==> src/hw/link_req_pkg.sv <==
package link_req_pkg;

	// request kinds
	typedef enum logic [2:0] {
		REQ_BLOCK_SEND_COORD = 3'h0,
		REQ_BLOCK_SEND_MAILBOX = 3'h1,
		REQ_REMOTE_WRITE = 3'h2,
		REQ_REMOTE_READ = 3'h3,
		REQ_PRINT = 3'h4,
		REQ_BLOCK_RECEIVE = 3'h5
	} req_kind_e;

	typedef enum logic [1:0] {
		PROTO_HANDSHAKE = 2'h0,
		PROTO_COMPUTER_LINK = 2'h1,
		PROTO_PRINTER = 2'h2
	} proto_e;

	// transfer length limits in bytes
	localparam logic [12:0] LEN_MAX_4K = 13'h1000;
	localparam logic [12:0] LEN_MAX_LINK_SHORT = 13'h01C2;
	localparam logic [12:0] LEN_MAX_PRINT = 13'h0190;

	// status word values
	localparam logic [15:0] STAT_OK = 16'h0000;
	localparam logic [15:0] STAT_COMM_FAIL = 16'h0001;
	localparam logic [15:0] STAT_LENGTH = 16'h0004;
	localparam logic [15:0] STAT_RESET_DONE = 16'h0005;
	localparam logic [15:0] STAT_ACCESS_DENIED = 16'h0008;
	localparam logic [15:0] STAT_BUSY_WARN = 16'h000B;
	localparam logic [15:0] STAT_NO_PARAM = 16'h0010;
	localparam logic [15:0] STAT_HOST_STOPPED = 16'h0011;
	localparam logic [15:0] STAT_BAD_PROTO = 16'h0012;

	// event codes for the error area and log
	localparam logic [7:0] EVT_PARAM_ABORT = 8'h01;
	localparam logic [7:0] EVT_REQ_ERROR = 8'h02;
	localparam logic [7:0] EVT_PEER_ERROR = 8'h03;
	localparam logic [7:0] EVT_DIAG = 8'h04;

	localparam int LOG_DEPTH = 16;
	localparam int LOG_AW = 4;
	localparam int BUF_DEPTH = 2;

	typedef struct packed {
		req_kind_e kind;
		logic [12:0] length;
		logic [15:0] addr;
		logic dyn_addr;
	} req_s;

	typedef struct packed {
		logic done;
		logic error;
		logic [15:0] status;
	} resp_s;

	typedef struct packed {
		logic [7:0] code;
		logic [15:0] detail;
	} event_s;

	typedef struct packed {
		logic last;
		logic [7:0] data;
	} byte_s;

endpackage

==> src/hw/event_log_mem.sv <==
`timescale 1ns/1ps
module event_log_mem (
	// clock and reset
	input wire logic i_clk,
	input wire logic i_sys_rst,
	// write side
	input wire logic i_wr,
	input wire link_req_pkg::event_s i_wr_evt,
	// read side
	input wire logic [link_req_pkg::LOG_AW-1:0] i_rd_idx,
	output link_req_pkg::event_s o_rd_evt,
	output logic [link_req_pkg::LOG_AW-1:0] o_wr_ptr
);
	import link_req_pkg::*;

	event_s mem [LOG_DEPTH];
	logic [LOG_AW-1:0] wr_ptr_r;
	event_s rd_r;

	// ring buffer: the oldest entry is overwritten once it wraps
	always_ff @(posedge i_clk) begin
		if (i_wr) begin
			mem[wr_ptr_r] <= i_wr_evt;
		end
	end

	always_ff @(posedge i_clk) begin
		if (i_sys_rst) begin
			wr_ptr_r <= '0;
		end else if (i_wr) begin
			wr_ptr_r <= wr_ptr_r + 1'b1;
		end
	end

	always_ff @(posedge i_clk) begin
		if (i_sys_rst) begin
			rd_r <= '0;
		end else begin
			rd_r <= mem[i_rd_idx];
		end
	end

	assign o_rd_evt = rd_r;
	assign o_wr_ptr = wr_ptr_r;
endmodule

==> src/hw/skid_buffer2.sv <==
`timescale 1ns/1ps
module skid_buffer2 (
	// clock and reset
	input wire logic i_clk,
	input wire logic i_sys_rst,
	input wire logic i_flush,
	// fill side
	input wire logic i_valid,
	input wire link_req_pkg::byte_s i_data,
	output logic o_ready,
	// drain side
	output logic o_valid,
	output link_req_pkg::byte_s o_data,
	input wire logic i_ready
);
	import link_req_pkg::*;

	byte_s slot_r [BUF_DEPTH];
	logic rd_r;
	logic wr_r;
	logic [1:0] cnt_r;
	logic push;
	logic pop;

	assign o_ready = (cnt_r != 2'h2);
	assign o_valid = (cnt_r != 2'h0);
	assign o_data = slot_r[rd_r];
	assign push = i_valid && o_ready;
	assign pop = o_valid && i_ready;

	always_ff @(posedge i_clk) begin
		if (push) begin
			slot_r[wr_r] <= i_data;
		end
	end

	always_ff @(posedge i_clk) begin
		if (i_sys_rst || i_flush) begin
			rd_r <= 1'b0;
			wr_r <= 1'b0;
			cnt_r <= 2'h0;
		end else begin
			if (push) begin
				wr_r <= ~wr_r;
			end
			if (pop) begin
				rd_r <= ~rd_r;
			end
			cnt_r <= cnt_r + {1'b0, push} - {1'b0, pop};
		end
	end
endmodule

==> src/hw/serial_link_request_manager.sv <==
`timescale 1ns/1ps
module serial_link_request_manager (
	// clock and reset
	input wire logic i_clk,
	input wire logic i_sys_rst,
	// start-up
	input wire logic i_selftest_done,
	input wire logic i_selftest_fail,
	input wire logic i_param_load,
	input wire link_req_pkg::proto_e i_param_proto,
	// host mode
	input wire logic i_host_run,
	input wire logic i_cold_restart,
	// host request interface
	input wire logic i_req_trig,
	input wire link_req_pkg::req_s i_req,
	input wire logic i_tx_valid,
	input wire link_req_pkg::byte_s i_tx_data,
	output logic o_tx_ready,
	output link_req_pkg::resp_s o_resp,
	// serial side
	output logic o_ser_valid,
	output link_req_pkg::byte_s o_ser_data,
	input wire logic i_ser_ready,
	input wire logic i_ser_done,
	input wire logic i_rx_frame,
	input wire logic [7:0] i_rx_resp_err,
	// diagnostics
	input wire logic i_line_fault,
	input wire logic [link_req_pkg::LOG_AW-1:0] i_log_idx,
	output link_req_pkg::event_s o_log_evt,
	output link_req_pkg::event_s o_err_area,
	output logic o_diag_irq,
	output logic [31:0] o_diag_info,
	output logic o_ext_fault,
	output logic o_ready
);
	import link_req_pkg::*;

	typedef enum logic [3:0] {
		ST_INIT = 4'h1,
		ST_PARAM = 4'h2,
		ST_READY = 4'h4,
		ST_FAIL = 4'h8
	} boot_e;

	typedef enum logic [2:0] {
		RQ_IDLE = 3'h1,
		RQ_XFER = 3'h2,
		RQ_WAIT = 3'h4
	} rq_e;

	boot_e boot_r;
	rq_e rq_r;
	proto_e proto_r;
	logic ready_r;
	logic trig_r;
	logic trig_rise;
	resp_s resp_r;
	event_s err_area_r;
	logic evt_wr;
	event_s evt;
	logic diag_irq_r;
	logic [31:0] diag_info_r;
	logic ext_fault_r;
	logic [15:0] chk;
	logic param_abort;
	logic byte_last_taken;
	logic buf_in_ready;
	logic buf_out_valid;
	byte_s buf_out_data;
	logic rx_pend_r;
	event_s log_rd;

	// returns the allowed length for a kind in the active protocol, 0 if not allowed
	function automatic logic [12:0] len_limit(input proto_e p, input req_kind_e k);
		logic [12:0] lim;
		lim = 13'h0000;
		case (p)
			PROTO_HANDSHAKE: begin
				if (k == REQ_BLOCK_SEND_COORD || k == REQ_BLOCK_SEND_MAILBOX) begin
					lim = LEN_MAX_4K;
				end
			end
			PROTO_COMPUTER_LINK: begin
				case (k)
					REQ_BLOCK_SEND_COORD: lim = LEN_MAX_4K;
					REQ_BLOCK_SEND_MAILBOX: lim = LEN_MAX_LINK_SHORT;
					REQ_REMOTE_WRITE: lim = LEN_MAX_LINK_SHORT;
					REQ_REMOTE_READ: lim = LEN_MAX_LINK_SHORT;
					default: lim = 13'h0000;
				endcase
			end
			PROTO_PRINTER: begin
				if (k == REQ_PRINT) begin
					lim = LEN_MAX_PRINT;
				end
			end
			default: lim = 13'h0000;
		endcase
		return lim;
	endfunction

	// validity check of a new request; STAT_OK when it may proceed
	function automatic logic [15:0] check_req(input proto_e p, input req_s r);
		logic [12:0] lim;
		lim = len_limit(p, r.kind);
		if (r.kind == REQ_BLOCK_RECEIVE) begin
			return STAT_OK;
		end
		if (lim == 13'h0000) begin
			return STAT_BAD_PROTO;
		end
		if (r.length == 13'h0000 || r.length > lim) begin
			return STAT_LENGTH;
		end
		// besides block receive, which returns before this check, only remote write and read may retarget dynamically
		if (r.dyn_addr && r.kind != REQ_REMOTE_WRITE && r.kind != REQ_REMOTE_READ) begin
			return STAT_ACCESS_DENIED;
		end
		return STAT_OK;
	endfunction

	assign trig_rise = i_req_trig && !trig_r;
	assign chk = check_req(proto_r, i_req);
	assign param_abort = i_param_load && (boot_r == ST_INIT);
	assign byte_last_taken = i_tx_valid && buf_in_ready && i_tx_data.last;

	always_ff @(posedge i_clk) begin
		if (i_sys_rst) begin
			trig_r <= 1'b0;
		end else begin
			trig_r <= i_req_trig;
		end
	end

	// start-up sequencing; restart kind never reaches this path
	always_ff @(posedge i_clk) begin
		if (i_sys_rst) begin
			boot_r <= ST_INIT;
			proto_r <= PROTO_HANDSHAKE;
			ready_r <= 1'b0;
		end else begin
			case (boot_r)
				ST_INIT: begin
					if (i_selftest_fail) begin
						boot_r <= ST_FAIL;
					end else if (i_selftest_done) begin
						boot_r <= ST_PARAM;
					end
				end
				ST_PARAM: begin
					if (i_param_load) begin
						proto_r <= i_param_proto;
						boot_r <= ST_READY;
						ready_r <= 1'b1;
					end
				end
				ST_READY: begin
					if (i_param_load) begin
						proto_r <= i_param_proto;
					end
				end
				ST_FAIL: boot_r <= ST_FAIL;
				default: boot_r <= ST_INIT;
			endcase
		end
	end

	// request sequencing; cold restart aborts, warm restart is not seen at all
	always_ff @(posedge i_clk) begin
		if (i_sys_rst) begin
			rq_r <= RQ_IDLE;
			resp_r <= '0;
		end else begin
			resp_r.done <= 1'b0;
			resp_r.error <= 1'b0;
			if (i_cold_restart) begin
				if (rq_r != RQ_IDLE) begin
					resp_r <= '{done: 1'b0, error: 1'b1, status: STAT_RESET_DONE};
				end
				rq_r <= RQ_IDLE;
			end else begin
				case (rq_r)
					RQ_IDLE: begin
						if (trig_rise) begin
							if (!ready_r) begin
								resp_r <= '{done: 1'b0, error: 1'b1, status: STAT_NO_PARAM};
							end else if (chk != STAT_OK) begin
								resp_r <= '{done: 1'b0, error: 1'b1, status: chk};
							end else if (i_req.kind == REQ_BLOCK_RECEIVE) begin
								if (!i_host_run) begin
									resp_r <= '{done: 1'b0, error: 1'b1,
										status: STAT_HOST_STOPPED};
								end else if (rx_pend_r) begin
									resp_r <= '{done: 1'b1, error: 1'b0, status: STAT_OK};
								end else begin
									resp_r <= '{done: 1'b0, error: 1'b1, status: STAT_COMM_FAIL};
								end
							end else begin
								rq_r <= RQ_XFER;
								resp_r.status <= STAT_OK;
							end
						end
					end
					RQ_XFER: begin
						if (trig_rise) begin
							resp_r.status <= STAT_BUSY_WARN;
						end
						if (byte_last_taken) begin
							rq_r <= RQ_WAIT;
						end
					end
					RQ_WAIT: begin
						if (trig_rise) begin
							resp_r.status <= STAT_BUSY_WARN;
						end
						if (i_ser_done) begin
							rq_r <= RQ_IDLE;
							if (i_rx_resp_err != 8'h00) begin
								resp_r <= '{done: 1'b0, error: 1'b1, status: STAT_COMM_FAIL};
							end else begin
								resp_r <= '{done: 1'b1, error: 1'b0, status: STAT_OK};
							end
						end
					end
					default: rq_r <= RQ_IDLE;
				endcase
			end
		end
	end

	// received frames are held even while the host is stopped
	always_ff @(posedge i_clk) begin
		if (i_sys_rst || i_cold_restart) begin
			rx_pend_r <= 1'b0;
		end else if (i_rx_frame) begin
			rx_pend_r <= 1'b1;
		end else if (rq_r == RQ_IDLE && trig_rise && ready_r && i_host_run
			&& i_req.kind == REQ_BLOCK_RECEIVE) begin
			rx_pend_r <= 1'b0;
		end
	end

	skid_buffer2 u_buf (
		.i_clk(i_clk),
		.i_sys_rst(i_sys_rst),
		.i_flush(i_cold_restart),
		.i_valid(i_tx_valid && rq_r == RQ_XFER),
		.i_data(i_tx_data),
		.o_ready(buf_in_ready),
		.o_valid(buf_out_valid),
		.o_data(buf_out_data),
		.i_ready(i_ser_ready)
	);

	// event selection for the error area and log
	always_comb begin
		evt_wr = 1'b0;
		evt = '0;
		if (param_abort) begin
			evt_wr = 1'b1;
			evt = '{code: EVT_PARAM_ABORT, detail: 16'h0000};
		end else if (i_line_fault || (rq_r == RQ_WAIT && i_ser_done && i_rx_resp_err != 8'h00)) begin
			evt_wr = 1'b1;
			evt = '{code: EVT_DIAG, detail: {8'h00, i_rx_resp_err}};
		end else if (resp_r.error) begin
			evt_wr = 1'b1;
			evt = '{code: EVT_REQ_ERROR, detail: resp_r.status};
		end
	end

	always_ff @(posedge i_clk) begin
		if (i_sys_rst) begin
			err_area_r <= '0;
		end else if (evt_wr) begin
			err_area_r <= evt;
		end
	end

	event_log_mem u_log (
		.i_clk(i_clk),
		.i_sys_rst(i_sys_rst),
		.i_wr(evt_wr),
		.i_wr_evt(evt),
		.i_rd_idx(i_log_idx),
		.o_rd_evt(log_rd),
		.o_wr_ptr()
	);

	// diagnostic interrupt: pulse plus four bytes; fault lamp latches until reset
	always_ff @(posedge i_clk) begin
		if (i_sys_rst) begin
			diag_irq_r <= 1'b0;
			diag_info_r <= 32'h0000_0000;
			ext_fault_r <= 1'b0;
		end else begin
			diag_irq_r <= evt_wr && evt.code == EVT_DIAG;
			if (evt_wr && evt.code == EVT_DIAG) begin
				diag_info_r <= {evt.code, 8'h00, evt.detail};
				ext_fault_r <= 1'b1;
			end
		end
	end

	assign o_tx_ready = buf_in_ready && rq_r == RQ_XFER;
	assign o_ser_valid = buf_out_valid;
	assign o_ser_data = buf_out_data;
	assign o_resp = resp_r;
	assign o_log_evt = log_rd;
	assign o_err_area = err_area_r;
	assign o_diag_irq = diag_irq_r;
	assign o_diag_info = diag_info_r;
	assign o_ext_fault = ext_fault_r;
	assign o_ready = ready_r;
endmodule

==> config.mk <==
export PLATFORM = sky130hd
export DESIGN_NAME = serial_link_request_manager
export DESIGN_NICKNAME = d
export VERILOG_FILES = /design/src/hw/link_req_pkg.sv /design/src/hw/event_log_mem.sv /design/src/hw/skid_buffer2.sv /design/src/hw/serial_link_request_manager.sv
export SDC_FILE = /design/constraint.sdc
export NUM_CORES = 1
export LEC_CHECK = 0
export BUFFER_PORTS_ARGS = -buffer_cell sky130_fd_sc_hd__buf_2
export CORE_MARGIN = 1
export CORE_UTILIZATION = 63
export CTS_CLUSTER_DIAMETER = 200
export CTS_CLUSTER_SIZE = 10
export DETAILED_ROUTE_END_ITERATION = 8
export GPL_TIMING_DRIVEN = 0
export PLACE_DENSITY = 0.95
export SYNTH_ARGS = -nofsm -noshare
export SYNTH_HDL_FRONTEND = slang
export SYNTH_SLANG_ARGS = --single-unit
==> constraint.sdc <==
create_clock -name i_clk -period 7.9 [get_ports i_clk]
set_input_delay 1.975 -clock i_clk [delete_from_list [all_inputs] [get_ports i_clk]]
set_output_delay 1.975 -clock i_clk [all_outputs]
set_load 0.005 [all_outputs]
==> flow_metrics.py, run 1 <==
metrics = {
    "timing": {
        "setup_tns_ns": 0,
        "worst_slack_ns": 2.89,
        "relSlewSlack_pct": 22.7,
        "worstMarginPinSlew_ns": 1.16,
        "setup_violations": 0,
        "final-hold-violation-count": 0,
        "max_clock_freq_ghz": 0.200,
        "finalClockSkew_ns": 0.0180,
        "rsz0062_at_grt": "no",
        "finalCritPeriodShare_pct": 63.4,
        "report.final.slew_viol_count": 0,
        "min_period_ns": 5.01,
    },
    "yosys": {
        "synth_top_family_by_area": "multiplexers",
        "syn_area_um2": 16300,
        "yosys_warnings": 0,
        "synth_edf_count": 322,
        "muxShareOfSynthArea_pct": 13.9,
        "postSynthCellCount": 946,
        "ys_types": 58,
        "synth-async-reset-ratio_pct": 0,
        "synth_compound_area_share_pct": 3.59,
        "avgSynthCellArea_um2": 17.2,
        "synthSimpleGateAreaFrac_pct": 7.31,
        "synth-xor-area-share_pct": 0.483,
        "synth_flop_cell": "edfxtp_1",
        "yosysSeqAreaShare_pct": 71.3,
        "synth-seq-cells": 420,
        "synthAdderAreaFrac_pct": 0.921,
    },
    "clocking": {
        "clk_pin_slew_ns": 0.06,
        "cts.hold.buffers_added": 0,
        "clock_path_buffers": 3,
        "clock_latency_ns": 0.55,
        "clockRootBuffer": "clkbuf_16",
        "post_cts_buffers": 0,
        "cts_sinks": 420,
        "cts_buffers": 47,
        "cts_htree_levels": 2,
        "cts_tree": "yes",
        "cts_resized": 0,
    },
    "route": {
        "wl_per_cell_um": 27.7,
        "first_pass_iters": 6,
        "drcViolationCount": 0,
        "viasPerCell": 6.52,
        "dr.first_iter.drc_count": 1166,
        "via_count": 10100,
        "detail-route-antenna-nets": 0,
        "drt-total-wl_mm": 42.7,
    },
    "layout": {
        "fin_nets": 1254,
        "final_common_cell": "edfxtp_1",
        "antenna_cells": 0,
        "drive_above_1_share_pct": 30.7,
        "layout_common_cells": "edfxtp_1 (322), buf_2 (144), dfxtp_1 (98)",
        "syn2layout_area_growth_pct": 17.7,
        "instances_no_fill": 1542,
    },
    "global_routing": {
        "grt_overflow": 0,
        "grt-busiest-layer": "met2",
        "grt_pass1_vias": 10400,
        "antenna_found_initial": 1,
        "grt_max_degree": 26,
        "gr-usage-all-layers_pct": 33.7,
        "use_met2_pct": 55.0,
        "gr-usage-met3_pct": 7.18,
        "use_met1_pct": 43.0,
        "grt_pass1_wl_mm": 63.4,
    },
    "placement": {
        "portBuffers": 136,
        "dp_cells": 1454,
        "globalplace.congestion": 0.925,
        "pre_cts_slack_ns": 2.60,
        "dp_hpwl_mm": 27.3,
    },
    "die": {
        "rows": 58,
        "die_h_um": 163,
        "die_area_um2": 26500,
        "chipWidth_um": 163,
        "ios": 181,
        "start_util_pct": 64.6,
        "core_area_um2": 25300,
    },
    "power_and_ir_drop": {
        "power_density_nw_per_um2": 249,
        "ir_worst_vdd_v": 0.000179,
        "power.leakage_nw": 7.09,
    },
    "worst_hold_path": {
        "hold_depth": 1,
        "hold_class": "reg -> reg",
    },
    "critical_path": {
        "cp_max_fo": 25,
        "crit_type": "in -> reg",
        "critPathCaptureType": "flop",
        "required_ns": 8.16,
        "critPathArrivalTime_ns": 5.27,
        "rr_worst_depth": 7,
        "cp-start-kind": "input pin",
    },
    "status": {
        "outcome": "completed",
    },
    "job": {
        "drv_cap": 0,
    },
}
==> critical path, cell delays in order <==
cell,delay (ns)
buf_2,0.12
or4_1,0.59
o21ai_1,0.31
nand3_1,0.18
nor2_1,0.46
clkbuf_1,0.91
nand2_1,0.23
nand2_1,0.50
==> registers in the layout, indices dropped and copies added, names as in the netlist, named ones only <==
register        cells
u_buf.wr_r          1
u_log.o_wr_ptr      4
trig_r              1
u_buf.rd_r          1
u_buf.cnt_r         2
u_log.mem         304
boot_r              4
o_diag_irq          1
o_ext_fault         1
proto_r             2
o_ready             1
o_diag_info        19
o_resp             18
o_err_area         19
rx_pend_r           1
u_buf.slot_r       18
u_log.o_rd_evt     19
rq_r                3
==> final timing paths <==
kind / from / end / slack, ns
worst max-delay path: i_rx_resp_err[4] / u_log.mem[0][1] / 2.89
worst min-delay path: o_diag_info[14] / o_diag_info[14] / 0.46
worst max register to register: rq_r[0] / u_log.mem[12][2] / 4.31
worst min register to register: o_diag_info[14] / o_diag_info[14] / 0.46
==> stage by stage <==
stage          utilization (%)  hold slack [ns]  power [W]  instance area (µm²)
2_1_floorplan                -            0.453    0.00268                16400
3_3_place_gp              69.2            0.436    0.00278                17500
3_5_place_dp              70.6            0.438    0.00282                17800
4_1_cts                   76.0            0.458    0.00478                19200
5_1_grt                   76.0            0.462    0.00488                19200
6_report                  76.0            0.456    0.00478                19200
==> kinds of logic after synthesis <==
logic type | Yosys count
other | 1
flip-flops | 420
multiplexers | 106
buffers and inverters | 82
adder cells (fa/ha/maj) | 12
AO/OA/AOI/OAI | 83
AND/OR/NAND/NOR | 233
XOR/XNOR | 9
==> cell usage after synthesis, drive strengths merged (7+ instances only) <==
| library cell | n | share of area [%] |
|---|---|---|
| dfxtp | 98 | 12 |
| mux4 | 95 | 13 |
| a222oi | 8 | 0.49 |
| mux2 | 9 | 0.62 |
| inv | 15 | 0.35 |
| nor4 | 7 | 0.27 |
| and2 | 32 | 1.2 |
| clkbuf | 31 | 0.71 |
| ha | 12 | 0.92 |
| nand3 | 7 | 0.21 |
| edfxtp | 322 | 59 |
| a211oi | 8 | 0.40 |
| nand2 | 47 | 1.1 |
| buf | 36 | 1.4 |
| a22oi | 9 | 0.41 |
| o21ai | 11 | 0.45 |
| nor2b | 28 | 1.1 |
| nor3 | 9 | 0.35 |
| a21oi | 25 | 0.77 |
| nor2 | 72 | 1.7 |
==> per-layer routing <==
layer / routed length [µm] / up-vias
met4: 2030 / 0
li1: - / 4099
met2: 21100 / 817
met1: 14800 / 4982
met3: 4770 / 155
met5: 0 / -
==> report_power, final <==
part	switching [W]	internal [W]	total (W)
clock	0.000847	0.00114	0.00199
sequential	0.0000263	0.00244	0.00247
combinational	0.000199	0.000129	0.000328
==> area by class of cell <==
type	count	area, µm²
Inverter	15	56.3
Timing Repair Buffer	156	976
Multi-Input combinational cell	466	4400
Tap cell	330	413
Fill cell	1302	6060
Buffer	67	348
Clock inverter	2	25.0
Sequential cell	420	11600
Clock buffer	86	1340
(Power assumes the default switching activity.)
==> run 2: changes to the inputs <==
CORE_UTILIZATION = 58   (was 63)
PLACE_DENSITY = 0.9   (was 0.95)
clock period = 4.7 ns   (was 7.9 ns; I/O delays follow)
==> flow_metrics.py, run 2 (synthesized netlist as in run 1, its figures left out) <==
metrics = {
    "timing": {
        "report.final.slew_viol_count": 0,
        "min_period_ns": 4.17,
        "worstMarginPinSlew_ns": 1.24,
        "finalClockSkew_ns": 0.0179,
        "rsz0062_at_grt": "no",
        "relSlewSlack_pct": 17.5,
        "final-hold-violation-count": 0,
        "setup_tns_ns": 0,
        "setup_violations": 0,
        "finalCritPeriodShare_pct": 88.7,
        "max_clock_freq_ghz": 0.240,
    },
    "die": {
        "core_area_um2": 27700,
        "ios": 181,
        "start_util_pct": 58.9,
        "chipWidth_um": 170,
        "die_area_um2": 28800,
        "rows": 61,
        "die_h_um": 170,
    },
    "clocking": {
        "clockRootBuffer": "clkbuf_16",
        "post_cts_buffers": 0,
        "cts_htree_levels": 2,
        "clk_pin_slew_ns": 0.05,
        "cts_sinks": 420,
        "cts.hold.buffers_added": 0,
        "cts_tree": "yes",
        "cts_resized": 0,
        "cts_buffers": 47,
        "clock_latency_ns": 0.55,
        "clock_path_buffers": 3,
    },
    "placement": {
        "portBuffers": 136,
        "globalplace.congestion": 0.919,
        "dp_hpwl_mm": 26.8,
        "dp_cells": 1502,
    },
    "critical_path": {
        "slowest_delay_ns": 0.92,
        "cp_top_family": "simple AND/OR/NAND/NOR gates",
        "crit_type": "in -> reg",
        "path_cells": "buf_2, or4_1, o21ai_1, nand3_1, nor2_1, clkbuf_1, nand2_1, nand2_1",
        "cp-start-kind": "input pin",
        "path_depth": 8,
        "r2r_start": "rq_r[0]",
        "crit_end": "u_log.mem[5][4]",
        "rrSetupSlack_ns": 1.24,
        "required_ns": 4.95,
        "worstReg2RegEnd": "u_log.mem[5][4]",
        "path_buf_inv": 2,
        "critPathCaptureType": "flop",
        "startpoint": "i_rx_resp_err[4]",
        "critPathArrivalTime_ns": 4.42,
        "cpMaxStageDelayCell": "clkbuf_1",
        "crit_top_cell": "nand2_1",
        "rr_worst_depth": 7,
        "cp_max_fo": 25,
    },
    "job": {
        "drv_cap": 0,
    },
    "power_and_ir_drop": {
        "power.total_w": 0.00799,
        "power.leakage_nw": 7.12,
        "swShare_pct": 22.0,
        "pwr-share-comb_pct": 6.8,
        "power_frac_clock_pct": 41.4,
        "internal_power_w": 0.00624,
        "pwr-share-seq_pct": 51.8,
        "ir_worst_vdd_v": 0.000268,
        "power_density_nw_per_um2": 413,
        "power_switching_w": 0.00176,
    },
    "status": {
        "outcome": "completed",
    },
    "global_routing": {
        "gr-usage-all-layers_pct": 29.1,
        "grt_pass1_vias": 9658,
        "grt_overflow": 0,
        "grt_max_degree": 26,
        "grt_pass1_wl_mm": 59.8,
        "antenna_found_initial": 0,
    },
    "route": {
        "drcViolationCount": 0,
        "detail-route-antenna-nets": 0,
        "viasPerCell": 6.12,
        "dr.first_iter.drc_count": 978,
        "via_count": 9726,
        "wl_per_cell_um": 25.7,
        "drt-total-wl_mm": 40.9,
        "first_pass_iters": 6,
    },
    "worst_hold_path": {
        "hold_class": "reg -> reg",
        "hp-start": "o_diag_info[8]",
    },
    "layout": {
        "syn2layout_area_growth_pct": 18.6,
        "drive_above_1_share_pct": 30.7,
        "fin_util_pct": 69.8,
        "antenna_cells": 0,
        "fin_nets": 1254,
        "regMostFlops": "u_log.mem",
        "layout_common_cells": "edfxtp_1 (322), buf_2 (144), dfxtp_1 (98)",
        "final_common_cell": "edfxtp_1",
        "largest_reg_flops": 304,
        "instances_no_fill": 1590,
    },
}
-- run 2: cell counts in the layout (fill, tap and decap cells not counted) --
Identical to the previous run, type by type.
-- run 2: power groups by stage --
stage                     sequential (W)  clock (W)  combinational, W
after floorplan                  0.00421          0          0.000305
after detailed placement         0.00421          0          0.000530
final                            0.00414    0.00331          0.000543
after global placement           0.00421          0          0.000471
after global routing             0.00415    0.00347          0.000574
after CTS                        0.00414    0.00334          0.000540
-- run 2: worst register-to-register path, delay by kind of cell (launching register included) --
family	cells	cell delay [ns]
flops	1	0.33
simple gates	3	1.31
buf+inv	2	1.03
compound gates	2	0.49
-- run 2: metrics by stage --
| stage | cell area (µm²) | setup slack, ns | hold WS, ns |
|---|---|---|---|
| after floorplan | 16400 | 0.851 | 0.453 |
| after global placement | 17500 | -1.29 | 0.437 |
| after detailed placement | 18000 | 0.193 | 0.439 |
| after CTS | 19300 | 0.668 | 0.461 |
| after global routing | 19300 | 0.470 | 0.479 |
| final | 19300 | 0.529 | 0.461 |
-- run 2: metal layers --
layer / part of all wire (%) / vias to the layer above / track usage (%) / wire [µm]
met4: 3.1 / 0 / 10.3 / 1260
met1: 37 / 4885 / 36.3 / 15000
li1: - / 4109 / - / -
met5: 0 / - / 0 / 0
met3: 9.4 / 88 / 6.46 / 3860
met2: 51 / 644 / 50.2 / 20800
-- run 2: final cells by class --
type                       count  area, µm²
clock buffer                  86       1340
sequential                   420      11600
tap                          378        473
multi-input combinational    466       4400
inverter                      15       56.3
buffer                        67        348
fill                        1722       8370
timing repair buffer         156       1060
clock inverter                 2       25.0
-- run 2: worst min-delay path by stage --
stage,slack [ns],cells past startpoint,endpoint
after floorplan,0.45,2,o_diag_info[0]
after global placement,0.44,1,o_diag_info[25]
after detailed placement,0.44,1,o_diag_info[12]
after CTS,0.46,1,o_diag_info[15]
after global routing,0.48,1,o_diag_info[14]
final,0.46,1,o_diag_info[8]
==> run 3: changes to the inputs <==
CORE_UTILIZATION = 63   (was 58)
PLACE_DENSITY = 0.95   (was 0.9)
clock period = 4.8 ns   (was 4.7 ns; I/O delays follow)
==> flow_metrics.py, run 3 (synthesized netlist as in run 1, its figures left out) <==
metrics = {
    "timing": {
        "holdWs_ns": 0.457,
        "report.final.slew_viol_count": 0,
        "setup_tns_ns": 0,
        "finalCritPeriodShare_pct": 88.5,
        "worst_slack_ns": 0.550,
        "relSlewSlack_pct": 21.6,
        "final-hold-violation-count": 0,
        "finalClockSkew_ns": 0.0187,
        "max_clock_freq_ghz": 0.235,
        "rsz0062_at_grt": "no",
        "worstMarginPinSlew_ns": 1.18,
        "setup_violations": 0,
        "min_period_ns": 4.25,
    },
    "clocking": {
        "clockRootBuffer": "clkbuf_16",
        "cts_resized": 0,
        "cts_sinks": 420,
        "cts_tree": "yes",
        "cts_htree_levels": 2,
        "clk_pin_slew_ns": 0.06,
        "clock_path_buffers": 3,
        "cts.hold.buffers_added": 0,
        "cts_buffers": 47,
        "clock_latency_ns": 0.55,
        "post_cts_buffers": 0,
    },
    "placement": {
        "dp_cells": 1454,
        "placed_area_um2": 17800,
        "pre_cts_slack_ns": 0.276,
        "dp_hpwl_mm": 27.3,
        "portBuffers": 136,
        "globalplace.congestion": 0.925,
    },
    "critical_path": {
        "crit_type": "in -> reg",
        "cp_max_fo": 25,
        "required_ns": 5.06,
        "cp-start-kind": "input pin",
        "critPathCaptureType": "flop",
        "critPathArrivalTime_ns": 4.51,
    },
    "layout": {
        "final_common_cell": "edfxtp_1",
        "layout_common_cells": "edfxtp_1 (322), buf_2 (144), dfxtp_1 (98)",
        "fin_area_um2": 19200,
        "syn2layout_area_growth_pct": 17.7,
        "fillers": 1302,
        "largest_reg_flops": 304,
        "drive_above_1_share_pct": 30.7,
        "instances_no_fill": 1542,
        "multiInputGateArea_um2": 4400,
        "fin_nets": 1254,
        "regMostFlops": "u_log.mem",
        "regArea_um2": 11600,
        "antenna_cells": 0,
    },
    "job": {
        "drv_cap": 0,
    },
    "global_routing": {
        "grt-busiest-layer": "met2",
        "grt_overflow": 0,
        "grt_max_degree": 26,
        "grt_pass1_vias": 10400,
        "grt_pass1_wl_mm": 63.4,
        "use_met1_pct": 43.0,
        "use_met2_pct": 55.1,
        "gr-usage-all-layers_pct": 33.7,
        "gr-usage-met3_pct": 7.21,
        "antenna_found_initial": 1,
    },
    "power_and_ir_drop": {
        "internal_power_w": 0.00611,
        "pwr-share-comb_pct": 6.8,
        "power_switching_w": 0.00177,
        "power_density_nw_per_um2": 410,
        "power_frac_clock_pct": 41.6,
        "ir_worst_vdd_v": 0.000295,
        "pwr-share-seq_pct": 51.5,
        "swShare_pct": 22.5,
        "power.leakage_nw": 7.09,
    },
    "route": {
        "detail-route-antenna-nets": 0,
        "viasPerCell": 6.55,
        "drcViolationCount": 0,
        "first_pass_iters": 7,
        "dr.first_iter.drc_count": 1202,
        "via_count": 10100,
        "wl_per_cell_um": 27.7,
        "drt-total-wl_mm": 42.7,
    },
    "die": {
        "die_h_um": 163,
        "start_util_pct": 64.6,
        "ios": 181,
        "core_area_um2": 25300,
        "die_area_um2": 26500,
        "rows": 58,
        "chipWidth_um": 163,
    },
    "status": {
        "outcome": "completed",
    },
    "worst_hold_path": {
        "hold_class": "reg -> reg",
    },
}
[run 3: routing by layer]
layer  vias to the layer above  part of all wire (%)
li1                       4105                     -
met5                         -                     0
met1                      5001                    35
met3                       146                    11
met2                       845                    50
met4                         0                   4.6
[run 3: power by group through the flow]
stage,sequential (W),clock (W),combinational [W]
final,0.00406,0.00328,0.000538
after floorplan,0.00412,0,0.000298
after detailed placement,0.00413,0,0.000515
after global placement,0.00412,0,0.000455
after CTS,0.00406,0.00328,0.000532
after global routing,0.00406,0.00341,0.000568
[run 3: path summary, 6_finish.rpt]
path,startpoint,endpoint,slack (ns),depth (start not counted)
max,i_rx_resp_err[4],u_log.mem[0][1],0.55,8
min reg2reg,o_diag_info[14],o_diag_info[14],0.46,1
max reg2reg,rq_r[0],u_log.mem[12][2],1.27,7
min,o_diag_info[14],o_diag_info[14],0.46,1
[run 3: cell type report]
type                    instances  share of cell area [%]
flip-flops and latches        420                    60.6
multi-input cells             466                    22.9
clock buffers                  86                    7.00
repair buffers                156                    5.08
well taps                     330                    2.15
plain buffers                  67                    1.81
inverters                      15                   0.293
clock inverters                 2                   0.130
[run 3: stage by stage]
stage	total power (W)	utilization, %
CTS	0.00787	76.0
detailed placement	0.00464	70.6
floorplan	0.00442	-
global route	0.00804	76.0
global placement	0.00458	69.2
finish	0.00788	76.0
[run 3: critical path, cell delays in order]
cell and delay (ns):
buf_2 0.12, or4_1 0.60, o21ai_1 0.31, nand3_1 0.18
nor2_1 0.45, clkbuf_1 0.90, nand2_1 0.22, nand2_1 0.51
